### src/rtl/adcsq_pkg.sv
// ----------------------------------------------------------------------------
// Shared constants for the sequence select and host port block.
// ----------------------------------------------------------------------------
package adcsq_pkg;

  // Number of converter channels.
  localparam int unsigned NCHAN = 4;
  // Width of the converted result and of the host data bus.
  localparam int unsigned DATA_W = 14;
  // Width of the channel index.
  localparam int unsigned CHAN_W = 2;
  // Master clock cycles per channel conversion.
  localparam int unsigned CONV_CYCLES = 16;
  // Width of the conversion cycle counter.
  localparam int unsigned CNT_W = 5;
  // Counter value at which a channel conversion completes.
  localparam logic [CNT_W-1:0] CNT_LAST = 5'(CONV_CYCLES - 1);
  // Counter reset value.
  localparam logic [CNT_W-1:0] CNT_ZERO = 5'h00;
  // Internal master clock divider ratio (system clocks per master tick).
  localparam int unsigned INT_DIV = 2;
  // Width of the internal divider.
  localparam int unsigned DIV_W = 2;
  // Last count of the internal divider.
  localparam logic [DIV_W-1:0] DIV_LAST = 2'(INT_DIV - 1);
  // Divider reset value.
  localparam logic [DIV_W-1:0] DIV_ZERO = 2'h0;
  // Channel mask reset value: all channels selected.
  localparam logic [NCHAN-1:0] MASK_RST = 4'hf;
  // Empty channel set.
  localparam logic [NCHAN-1:0] MASK_NONE = 4'h0;
  // Depth of the result FIFO.
  localparam int unsigned FIFO_DEPTH = 8;
  // Clock-source choice value that selects the internal master clock.
  localparam logic CLK_INTERNAL = 1'b0;

  // Sequencer states.
  typedef enum logic [1:0] {ADCSQ_IDLE, ADCSQ_CONV, ADCSQ_STORE} adcsq_state_t;

endpackage

### src/rtl/adcsq_fifo.sv
`timescale 1ns/1ps
// ----------------------------------------------------------------------------
// Result FIFO with valid and ready on both sides.
// ----------------------------------------------------------------------------
module adcsq_fifo
#(
  parameter int unsigned WIDTH = 16,
  parameter int unsigned DEPTH = 8
)
(
  input  wire logic             clock,
  input  wire logic             nrst,
  input  wire logic             in_valid,
  output      logic             in_ready,
  input  wire logic [WIDTH-1:0] in_data,
  output      logic             out_valid,
  input  wire logic             out_ready,
  output      logic [WIDTH-1:0] out_data
);

  localparam int unsigned AW = $clog2(DEPTH);

  // Storage array, written only when a word is accepted.
  logic [WIDTH-1:0] mem_reg [DEPTH];
  // Read and write pointers and the fill level.
  logic [AW-1:0]    wr_ptr_reg;
  logic [AW-1:0]    rd_ptr_reg;
  logic [AW:0]      count_reg;
  // Transfer strobes on each side.
  wire              push;
  wire              pop;

  assign in_ready  = (count_reg != (AW+1)'(DEPTH));
  assign out_valid = (count_reg != '0);
  assign push      = in_valid && in_ready;
  assign pop       = out_valid && out_ready;
  assign out_data  = mem_reg[rd_ptr_reg];

  // Pointers wrap at the depth, which need not be a power of two.
  function automatic logic [AW-1:0] adcsq_inc(input logic [AW-1:0] p);
    adcsq_inc = (p == AW'(DEPTH - 1)) ? '0 : p + 1'b1;
  endfunction

  // Pointer and level bookkeeping.
  always_ff @(posedge clock or negedge nrst)
  begin
    if (!nrst)
    begin
      wr_ptr_reg <= '0;
      rd_ptr_reg <= '0;
      count_reg  <= '0;
    end
    else
    begin
      if (push)
        wr_ptr_reg <= adcsq_inc(wr_ptr_reg);
      if (pop)
        rd_ptr_reg <= adcsq_inc(rd_ptr_reg);
      if (push && !pop)
        count_reg <= count_reg + 1'b1;
      else if (pop && !push)
        count_reg <= count_reg - 1'b1;
    end
  end

  // Data storage has no reset; only accepted words are ever read.
  always_ff @(posedge clock)
  begin
    if (push)
      mem_reg[wr_ptr_reg] <= in_data;
  end

endmodule

### src/rtl/adcsq_top.sv
`timescale 1ns/1ps
// ----------------------------------------------------------------------------
// Sequence select, conversion timing and host port of a four-channel
// simultaneous-sampling converter.
// ----------------------------------------------------------------------------

module adcsq_top
  import adcsq_pkg::*;
(
  input  wire logic              clock,
  input  wire logic              nrst,
  input  wire logic              cs_n,
  input  wire logic              rd_n,
  input  wire logic              wr_n,
  input  wire logic [NCHAN-1:0]  data_in,
  output      logic [DATA_W-1:0] data_out,
  output      logic              data_oe,
  input  wire logic              sw_select,
  input  wire logic              clk_in_sl1,
  input  wire logic              clock_source_choice,
  input  wire logic              hw_include_chan3,
  input  wire logic              hw_include_chan4,
  input  wire logic              power_save_n,
  input  wire logic              conversion_start,
  input  wire logic [DATA_W-1:0] result_in,
  output      logic              busy,
  output      logic              eoc_n,
  output      logic              track_hold,
  output      logic [CHAN_W-1:0] conv_channel,
  output      logic              result_overflow
);

  // --------------------------------------------------------------------------
  // Input synchronisers
  // --------------------------------------------------------------------------

  // Bundle of all asynchronous pins, first and second flop stages.
  localparam int unsigned SYN_W = NCHAN + 10;
  logic [SYN_W-1:0] syn1_reg;
  logic [SYN_W-1:0] syn2_reg;
  // Delayed copy of the second stage, used only for edge detection.
  logic [SYN_W-1:0] syn3_reg;
  // Idle level of every pin: strobes high, standby input high, the rest low.
  // Resetting to the idle level keeps the drive enable off during reset and
  // stops a false write or read edge from appearing just after release.
  localparam logic [SYN_W-1:0] SYN_IDLE = {MASK_NONE, 3'h7, 7'h02};

  // Two flops before any logic reads a pin; the third gives edges.
  always_ff @(posedge clock or negedge nrst)
  begin
    if (!nrst)
    begin
      syn1_reg <= SYN_IDLE;
      syn2_reg <= SYN_IDLE;
      syn3_reg <= SYN_IDLE;
    end
    else
    begin
      syn1_reg <= {data_in, cs_n, rd_n, wr_n, sw_select, clk_in_sl1,
                   clock_source_choice, hw_include_chan3, hw_include_chan4,
                   power_save_n, conversion_start};
      syn2_reg <= syn1_reg;
      syn3_reg <= syn2_reg;
    end
  end

  // Named views of the synchronised pins.
  wire [NCHAN-1:0] s_data   = syn2_reg[SYN_W-1:10];
  wire             s_cs_n   = syn2_reg[9];
  wire             s_rd_n   = syn2_reg[8];
  wire             s_wr_n   = syn2_reg[7];
  wire             s_swsel  = syn2_reg[6];
  wire             s_clkin  = syn2_reg[5];
  wire             s_clksrc = syn2_reg[4];
  wire             s_inc3   = syn2_reg[3];
  wire             s_inc4   = syn2_reg[2];
  wire             s_run    = syn2_reg[1];
  wire             s_start  = syn2_reg[0];
  // Rising edges of the write strobe, the shared clock pin and start.
  wire             wr_rise    = s_wr_n && !syn3_reg[7];
  wire             clkin_rise = s_clkin && !syn3_reg[5];
  wire             start_rise = s_start && !syn3_reg[0];

  // --------------------------------------------------------------------------
  // Host port
  // --------------------------------------------------------------------------

  // Channel mask written by the host, bit 0 standing for channel 1.
  logic [NCHAN-1:0] mask_reg;

  // qualified write capture
  // The data lines are sampled with the strobe, so both see equal delay.
  wire write_ok = wr_rise && !s_cs_n && s_rd_n;

  always_ff @(posedge clock or negedge nrst)
  begin
    if (!nrst)
      mask_reg <= MASK_RST;
    else if (write_ok)
      mask_reg <= s_data;
  end

  // gated output enable
  // Enable is combinational on the synchronised strobes; a read held with
  // write low is a host fault and the pins still follow chip select and read.
  assign data_oe = !s_cs_n && !s_rd_n;

  // --------------------------------------------------------------------------
  // Clock selection and master clock enable
  // --------------------------------------------------------------------------

  // Internal divider producing the internal master tick.
  logic [DIV_W-1:0] div_reg;
  wire              int_tick = (div_reg == DIV_LAST);

  // Free-running divider, one-cycle enable at its last count.
  always_ff @(posedge clock or negedge nrst)
  begin
    if (!nrst)
      div_reg <= DIV_ZERO;
    else
      div_reg <= int_tick ? DIV_ZERO : div_reg + 1'b1;
  end

  wire use_ext = s_swsel && (s_clksrc != CLK_INTERNAL);
  wire tick    = use_ext ? clkin_rise : int_tick;

  // --------------------------------------------------------------------------
  // Channel selection
  // --------------------------------------------------------------------------

  wire [NCHAN-1:0] hw_sel  = {s_inc4, s_inc3, s_clksrc, s_clkin};
  wire [NCHAN-1:0] new_sel = s_swsel ? mask_reg : hw_sel;

  // Lowest pending channel, encoded as an index.
  function automatic logic [CHAN_W-1:0] adcsq_first(input logic [NCHAN-1:0] m);
    adcsq_first = '0;
    for (int i = NCHAN - 1; i >= 0; i--)
      if (m[i])
        adcsq_first = CHAN_W'(i);
  endfunction

  // --------------------------------------------------------------------------
  // Conversion sequencer
  // --------------------------------------------------------------------------

  adcsq_state_t      state_reg;
  adcsq_state_t      state_next;
  // Channels still to convert in this sequence.
  logic [NCHAN-1:0]  pend_reg;
  logic [NCHAN-1:0]  pend_next;
  // Master cycle count within the current channel.
  logic [CNT_W-1:0]  cnt_reg;
  logic [CNT_W-1:0]  cnt_next;
  // End-of-conversion pulse and captured result word.
  logic              eoc_reg;
  logic [DATA_W-1:0] res_reg;
  logic              ovf_reg;
  // FIFO handshake signals.
  logic              fifo_ready;
  logic              fifo_valid;
  logic [DATA_W-1:0] fifo_data;

  wire [CHAN_W-1:0] cur_chan  = adcsq_first(pend_reg);
  wire              chan_done = (state_reg == ADCSQ_CONV) && tick && (cnt_reg == CNT_LAST);
  // A finished word waits in STORE until the FIFO takes it.
  wire              push      = (state_reg == ADCSQ_STORE);
  wire              stored    = push && fifo_ready;

  // Next-state logic of the sequencer.
  always_comb
  begin
    state_next = state_reg;
    pend_next  = pend_reg;
    cnt_next   = cnt_reg;
    case (state_reg)
      ADCSQ_IDLE:
      begin
        if (start_rise && s_run && (new_sel != MASK_NONE))
        begin
          state_next = ADCSQ_CONV;
          pend_next  = new_sel;
          cnt_next   = CNT_ZERO;
        end
      end
      ADCSQ_CONV:
      begin
        if (chan_done)
          state_next = ADCSQ_STORE;
        else if (tick)
          cnt_next = cnt_reg + 1'b1;
      end
      ADCSQ_STORE:
      begin
        if (stored)
        begin
          pend_next = pend_reg & ~(NCHAN'(1) << cur_chan);
          cnt_next  = CNT_ZERO;
          state_next = (pend_next == MASK_NONE) ? ADCSQ_IDLE : ADCSQ_CONV;
        end
      end
      default:
        state_next = ADCSQ_IDLE;
    endcase
  end

  // Sequencer state registers.
  always_ff @(posedge clock or negedge nrst)
  begin
    if (!nrst)
    begin
      state_reg <= ADCSQ_IDLE;
      pend_reg  <= MASK_NONE;
      cnt_reg   <= CNT_ZERO;
    end
    else
    begin
      state_reg <= state_next;
      pend_reg  <= pend_next;
      cnt_reg   <= cnt_next;
    end
  end

  // per-channel end pulse
  // The result is latched with the pulse so readout sees a stable word.
  always_ff @(posedge clock or negedge nrst)
  begin
    if (!nrst)
    begin
      eoc_reg <= 1'b0;
      res_reg <= '0;
      ovf_reg <= 1'b0;
    end
    else
    begin
      eoc_reg <= chan_done;
      if (chan_done)
        res_reg <= result_in;
      // Flags a word that sat waiting on a full FIFO.
      if (push && !fifo_ready)
        ovf_reg <= 1'b1;
      else if (start_rise)
        ovf_reg <= 1'b0;
    end
  end

  assign busy         = (state_reg != ADCSQ_IDLE);
  assign eoc_n        = !eoc_reg;
  assign track_hold   = busy;
  assign conv_channel = cur_chan;
  assign result_overflow = ovf_reg;

  // --------------------------------------------------------------------------
  // Result buffer and readout
  // --------------------------------------------------------------------------

  // A read ends on the release of the strobe and pops one word.
  wire read_end = !s_cs_n && s_rd_n && !syn3_reg[8] && fifo_valid;

  adcsq_fifo #(.WIDTH(DATA_W), .DEPTH(FIFO_DEPTH)) adcsq_fifo_inst
  (
    .clock     (clock),
    .nrst      (nrst),
    .in_valid  (push),
    .in_ready  (fifo_ready),
    .in_data   (res_reg),
    .out_valid (fifo_valid),
    .out_ready (read_end),
    .out_data  (fifo_data)
  );

  // Output word register follows the FIFO head.
  logic [DATA_W-1:0] dout_reg;
  always_ff @(posedge clock or negedge nrst)
  begin
    if (!nrst)
      dout_reg <= '0;
    else
      dout_reg <= fifo_valid ? fifo_data : '0;
  end
  assign data_out = dout_reg;
endmodule

### config.mk
export PLATFORM = sky130hd
export DESIGN_NAME = adcsq_top
export DESIGN_NICKNAME = d
export VERILOG_FILES = /design/src/rtl/adcsq_pkg.sv /design/src/rtl/adcsq_fifo.sv /design/src/rtl/adcsq_top.sv
export SDC_FILE = /design/constraint.sdc
export NUM_CORES = 1
export LEC_CHECK = 0
export ABC_AREA = 1
export BUFFER_PORTS_ARGS = -buffer_cell sky130_fd_sc_hd__buf_4
export CAP_MARGIN = 20
export CELL_PAD_IN_SITES_DETAIL_PLACEMENT = 1
export CELL_PAD_IN_SITES_GLOBAL_PLACEMENT = 1
export CORE_MARGIN = 2
export CORE_UTILIZATION = 53
export DETAILED_ROUTE_END_ITERATION = 8
export GPL_TIMING_DRIVEN = 0
export PLACE_DENSITY = 0.88
export SLEW_MARGIN = 20
export SYNTH_ARGS = -nofsm -noshare
export SYNTH_HDL_FRONTEND = slang
export SYNTH_SLANG_ARGS = --single-unit
### constraint.sdc
create_clock -name clock -period 5.37 [get_ports clock]
set_input_delay 0.2685 -clock clock [delete_from_list [all_inputs] [get_ports clock]]
set_output_delay 0.2685 -clock clock [all_outputs]
set_load 0.02 [all_outputs]
==> reports/metrics.yaml, run 1 <==
final_layout:
  layout_common_cells: "edfxtp_1, nor2_1, nand2_1"
  layout_commonest_cell: "edfxtp_1"
  largest_reg_flops: 112
  syn2layout_area_growth_pct: 19.0
  num-fill-cells: 1404
  nets: 772
  stdcell_area_um2: 9280
  drive_gt1_share_pct: 18.4
  antenna_cells: 0
place:
  place_hpwl_mm: 13.0
  io_buffers: 50
  dp_slack_ns: 2.53
  dpl_cell_area_um2: 8410
  place.gp.congestion: 0.779
grt:
  grt-ovfl-total: 0
  grtUsageMet3_pct: 4.15
  use_met2_pct: 51.6
  track_usage_pct: 29.7
  antenna_found_initial: 0
  grt_most_used_layer: "met2"
  grt_pass1_vias: 6091
  grt_pass1_wl_mm: 35.5
  grt_max_degree: 90
  use_met1_pct: 37.5
setup_path:
  cpPeakStageDelay_ns: 0.56
  worstPathRequired_ns: 5.74
  crit_family: "simple AND/OR/NAND/NOR gates"
  r2r_cells: 13
  start_kind: "register"
  reg2reg_slack_ns: 2.46
  worstSetupPathType: "reg2reg"
  crit_buf_inv: 3
  cpMaxStageDelayCell: "dfstp_2"
  critPathArrivalTime_ns: 3.28
  critPathCaptureType: "register"
  reg2reg_to: "adcsq_fifo_inst.count_reg[3]$_DFFE_PN0P_"
  cp_max_fo: 6
  path_cells: "inv_1, nor2_1, nand2_1, nor2_1, inv_1, ha_1, inv_1, ha_1, a21oi_1, nand2_1, a21oi_1, o21ai_0, xor2_1"
  crit_top_cell: "inv_1"
  reg2reg_from: "syn2_reg[8]$_DFF_PN1_"
  worst-path-stages: 13
synthesis:
  yosysTopAreaCell: "edfxtp_1"
  synth_top_area_share_pct: 43.1
  synth-seq-cells: 201
  postSynthCellCount: 638
  avgSynthCellArea_um2: 12.2
  synthTopCellsByArea: "edfxtp_1, dfrtp_1, nor2_1, nand2_1, dfstp_2"
  syn-num-nets: 678
  yosysWarnings: 0
  ys_seq_area_share_pct: 71.9
  synth_area_um2: 7800
  synth_cell_types: 34
timing:
  finalWorstSetupSlack_ns: 2.46
  clock_skew_ns: 0.0239
  max_freq_ghz: 0.344
  slew_violations: 0
  fin_crit_sh_pct: 54.1
  finalSetupViolCount: 0
  final_hold_viol_count: 0
  period_minus_slack_ns: 2.91
  rsz0062_at_grt: "no"
  relSlewSlack_pct: 38.1
  fin_tns_setup_ns: 0
  tightest_slew_ns: 0.927
detailed_routing:
  wirelength_mm: 23.2
  antenna_left: 0
  first_pass_iters: 5
  viasPerCell: 5.95
  wire_per_inst_um: 24.9
  drc: 0
  vias: 5532
  drtIter0Drc: 551
floorplan:
  fp.dieH_um: 125
  die_area_um2: 15700
  io_pins: 51
  rows: 44
  core_um2: 14500
  die_x_um: 125
  start_util_pct: 53.8
power_and_ir_drop:
  power.density_nw_per_um2: 542
  max-vdd-ir-drop_mv: 0.349
  p_leak_nw: 3.75
cts:
  cts.path.max_buffers: 3
  cts_tree: "built"
  worst_setup_hold_path_clk_slew_ns: 0.06
  cts_buffers: 21
  clock-root-buffer: "clkbuf_16"
  cts_resized: 0
  ctsHoldBuffers: 20
  h-tree-depth: 1
  clock_sinks: 201
  clock_latency_ns: 0.51
  post_cts_buffers: 0
outcome:
  outcome: "complete, no violations"
worst_hold_path:
  whs_endpoint: "res_reg[5]$_DFFE_PN0P_"
  hold_class: "in2reg"
  min_from: "result_in[5]"
  worstHoldPathCells: 3
flow_run:
  cap_violations: 0
metrics by stage:
stage | hold WS, ns | instances | utilization (%) | power [mW]
2_1_floorplan | -0.0271 | 638 | - | 2.95
3_3_place_gp | 0.332 | 872 | 58.0 | 3.35
3_5_place_dp | 0.337 | 872 | 58.1 | 3.49
4_1_cts | 0.00355 | 929 | 63.9 | 4.94
5_1_grt | 0.00963 | 930 | 64.1 | 5.22
6_report | 0.00152 | 930 | 64.1 | 5.03
worst reg2reg max path, stage by stage (launching register included):
cell and delay, ns:
dfstp_2 0.56, inv_1 0.05, nor2_1 0.16, nand2_1 0.08
nor2_1 0.34, inv_1 0.18, ha_1 0.25, inv_1 0.16
ha_1 0.30, a21oi_1 0.18, nand2_1 0.10, a21oi_1 0.16
o21ai_0 0.12, xor2_1 0.15
worst max-delay path by stage:
stage,start,endpoint,slack (ns)
after floorplan,syn2_reg[8]$_DFF_PN1_,adcsq_fifo_inst.count_reg[3]$_DFFE_PN0P_,3.10
after global placement,adcsq_fifo_inst.count_reg[0]$_DFFE_PN0P_,adcsq_fifo_inst.count_reg[3]$_DFFE_PN0P_,2.76
after detailed placement,adcsq_fifo_inst.count_reg[0]$_DFFE_PN0P_,adcsq_fifo_inst.count_reg[3]$_DFFE_PN0P_,2.53
after CTS,adcsq_fifo_inst.count_reg[0]$_DFFE_PN0P_,adcsq_fifo_inst.count_reg[3]$_DFFE_PN0P_,2.44
after global routing,adcsq_fifo_inst.count_reg[1]$_DFFE_PN0P_,adcsq_fifo_inst.count_reg[3]$_DFFE_PN0P_,2.23
final,syn2_reg[8]$_DFF_PN1_,adcsq_fifo_inst.count_reg[3]$_DFFE_PN0P_,2.46
kinds of logic (layout without fill, tap and decap cells):
group / Yosys count / count (layout) / share of synthesized area, %
and+or+nand+nor: 244 / 244 / 13.2
adders and majority gates: 10 / 10 / 1.70
AOI/OAI and AO/OA: 102 / 102 / 6.79
muxes: 19 / 19 / 2.52
DFF: 201 / 201 / 71.9
xor gates and xnor gates: 4 / 4 / 0.449
buffers and inverters: 58 / 166 / 3.43
cells in the mapped netlist (all sizes together):
library cell	n
nor2	114
edfxtp	112
nand2	110
o21ai	83
dfrtp	75
inv	33
buf	16
o22ai	15
dfstp	14
mux2i	14
nand3	13
ha	9
clkbuf	8
mux2	5
a21oi	4
nand3b	2
nand4	2
or2	2
xnor2	2
xor2	2
clkinv	1
fa	1
nor3b	1
cell type report:
type	instances	area [um^2]	share of cell area, %
buffer	24	139	1.50
clock buffer	30	579	6.24
clock inverter	7	61.3	0.661
inverter	34	129	1.39
multi-input combinational	379	1940	20.9
sequential	201	5610	60.5
tap	184	230	2.48
timing repair buffer	71	589	6.35
where the power goes:
group	total (mW)	internal, mW	switching, mW
Combinational	1.41	0.478	0.930
Sequential	2.20	1.94	0.262
Clock	1.42	0.800	0.622
layer usage:
layer / vias to the layer above / wire length [um]
li1: 2353 / -
met1: 2831 / 8850
met2: 277 / 11900
met3: 71 / 1440
met4: 0 / 961
met5: - / 0
(Power assumes the default switching activity.)
==> inputs of run 2 (changes only) <==
CORE_UTILIZATION = 49   (was 53)
PLACE_DENSITY = 0.83   (was 0.88)
clock period = 2.7 ns   (was 5.37 ns; I/O delays follow)
==> run 2 against run 1 <==
- hold slack improved by 0.28 ns
- sequential cell count unchanged
- sequential power increased by 97%
- utilization decreased by 4.2 points
- die area increased by 7.9%
- count of clock-buffer cells in the layout decreased by 1
- fmax increased by 17%
- via count decreased by 4.7%
- total power increased by 96%
- sequential share of layout area decreased by 0.88 points
- critical endpoint unchanged
- largest power group unchanged
==> reports/metrics.yaml, run 2 (synthesis results as in run 1) <==
grt:
  grt-ovfl-total: 0  # unchanged
  grt_pass1_wl_mm: 31.8  # -10%
  grt_max_degree: 90  # unchanged
  antenna_found_initial: 0  # unchanged
  grt_pass1_vias: 5857  # -3.8%
  track_usage_pct: 25.1  # -4.6 points
place:
  place.gp.congestion: 0.823  # +5.7%
  dp_cells: 904  # +3.7%
  io_buffers: 50  # unchanged
  place_hpwl_mm: 12.4  # -4.2%
  dp_slack_ns: -0.0627  # -2.59 ns
floorplan:
  die_area_um2: 16900  # +7.9%
  start_util_pct: 49.6  # -4.2 points
  die_x_um: 130  # +3.9%
  io_pins: 51  # unchanged
  core_um2: 15700  # +8.5%
  fp.dieH_um: 130  # +3.9%
  rows: 46  # +4.5%
timing:
  period_minus_slack_ns: 2.49  # -0.415 ns
  relSlewSlack_pct: 34.6  # -3.5 points
  final_hold_viol_count: 0  # unchanged
  tightest_slew_ns: 0.980  # +0.0528 ns
  slew_violations: 0  # unchanged
  finalSetupViolCount: 0  # unchanged
  clock_skew_ns: 0.0204  # -0.00351 ns
  fin_crit_sh_pct: 92.3  # +38 points
  rsz0062_at_grt: "no"
  finalWorstSetupSlack_ns: 0.208  # -2.26 ns
  max_freq_ghz: 0.401  # +17%
  whs_ns: 0.279  # +0.277 ns
setup_path:
  cp_max_fo: 6  # unchanged
  worstSetupPathType: "reg2reg"
  worstPathRequired_ns: 3.07  # -2.67 ns
  path_cells: "nor2_1, nand3_2, nand2_1, nor2_4, inv_1, ha_1, inv_1, ha_1, a21oi_1, nand2_1, a21oi_1, o21ai_0, xor2_1"
  crit_buf_inv: 2  # -1
  critPathArrivalTime_ns: 2.86  # -0.42 ns
  worst-path-stages: 13  # unchanged
  cpMaxStageDelayCell: "dfrtp_1"
  critPathCaptureType: "register"
  cpPeakStageDelay_ns: 0.43  # -0.13 ns
  r2r_cells: 13  # unchanged
  crit_family: "simple AND/OR/NAND/NOR gates"
  start_kind: "register"
cts:
  cts.path.max_buffers: 3  # unchanged
  h-tree-depth: 1  # unchanged
  clock-root-buffer: "clkbuf_16"
  worst_setup_hold_path_clk_slew_ns: 0.07  # about the same
  clock_latency_ns: 0.50  # about the same
  clock_sinks: 201  # unchanged
  cts_buffers: 21  # unchanged
  cts_tree: "built"
power_and_ir_drop:
  seqPwrFrac_pct: 43.9  # about the same
  p_comb_share_pct: 27.6  # -0.4 points
  p_int_mw: 6.45  # +100%
  power_switching_share_pct: 34.6  # -1.4 points
  max-vdd-ir-drop_mv: 0.724  # +110%
  p_switching_mw: 3.42  # +88%
  power_frac_clock_pct: 28.5  # +0.2 points
  power_mw: 9.86  # +96%
  p_leak_nw: 3.78  # +0.71%
  power.density_nw_per_um2: 1050  # +93%
detailed_routing:
  first_pass_iters: 5  # unchanged
  drc: 0  # unchanged
  viasPerCell: 5.43  # -8.7%
  antenna_left: 0  # unchanged
  vias: 5270  # -4.7%
  wire_per_inst_um: 21.0  # -16%
  wirelength_mm: 20.3  # -12%
  drtIter0Drc: 392  # -29%
final_layout:
  antenna_cells: 0  # unchanged
  largest_reg_flops: 112  # unchanged
  stdcell_count: 970  # +4.3%
  nets: 780  # +1.0%
  drive_gt1_share_pct: 18.0  # -0.33 points
  layout_common_cells: "edfxtp_1, nor2_1, nand2_1"
  layout_commonest_cell: "edfxtp_1"
  syn2layout_area_growth_pct: 20.8
outcome:
  outcome: "complete, no violations"
flow_run:
  cap_violations: 0  # unchanged
worst_hold_path:
  hold_class: "in2async"
[run 2: cell count changes in the layout (fill, tap and decap cells not counted), sizes merged]
cell         before  now
bufinv            1    2
clkbuf           38   37
inv              34   33
dlygate4sd3      21   29
clkinvlp          0    1
[run 2: final cells by class]
type                       count  area (um^2)
buffer                        24          139
clock buffer                  29          556
clock inverter                 8         90.1
fill                        1562         6300
inverter                      34          129
multi-input combinational    379         1950
sequential                   201         5610
tap                          216          270
timing repair buffer          79          669
[run 2: power groups by stage]
| stage | clock network [mW] | registers [mW] | logic (mW) |
|---|---|---|---|
| 3_3_place_gp | 0 | 4.29 | 2.39 |
| 4_1_cts | 2.80 | 4.31 | 2.67 |
| 6_report | 2.81 | 4.33 | 2.72 |
| 5_1_grt | 2.93 | 4.39 | 2.97 |
| 3_5_place_dp | 0 | 4.37 | 2.56 |
| 2_1_floorplan | 0 | 4.32 | 1.55 |
[run 2: stage by stage]
stage                     util, %  setup TNS, ns  instance area, um^2
after floorplan                 -              0                 7800
final                        59.9              0                 9410
after CTS                    59.8              0                 9390
after detailed placement     53.8        -0.0627                 8450
after global routing         59.9              0                 9410
after global placement       53.7              0                 8440
[run 2: per-layer routing]
layer | wire (um) | vias up | share of wire, % | global-route usage, %
met5 | 0 | - | 0 | 0
met1 | 7850 | 2677 | 39 | 30.3
met2 | 10800 | 165 | 53 | 45.1
li1 | - | 2363 | - | -
met4 | 803 | 0 | 3.9 | 10.4
met3 | 930 | 65 | 4.6 | 3.69
[run 2: worst paths after layout]
kind / from / end / slack [ns]
min in group clock: wr_n / syn1_reg[7]$_DFF_PN1_ / 0.29
min: nrst / syn2_reg[4]$_DFF_PN0_ / 0.28
max in group asynchronous: nrst / data_out[7]$_DFF_PN0_ / 1.84
max reg2reg: adcsq_fifo_inst.count_reg[1]$_DFFE_PN0P_ / adcsq_fifo_inst.count_reg[3]$_DFFE_PN0P_ / 0.21
min reg2reg: syn1_reg[6]$_DFF_PN0_ / syn2_reg[6]$_DFF_PN0_ / 0.35
max: adcsq_fifo_inst.count_reg[1]$_DFFE_PN0P_ / adcsq_fifo_inst.count_reg[3]$_DFFE_PN0P_ / 0.21
[run 2: timing repair]
item | CTS | global route
gates resized for setup | 1 | 2
hold buffers | 29 | 0
cloned | 0 | 0
setup buffers | 0 | 0
setup endpoints to repair | 1 | 1
endpoints found under the hold margin | 103 | 0
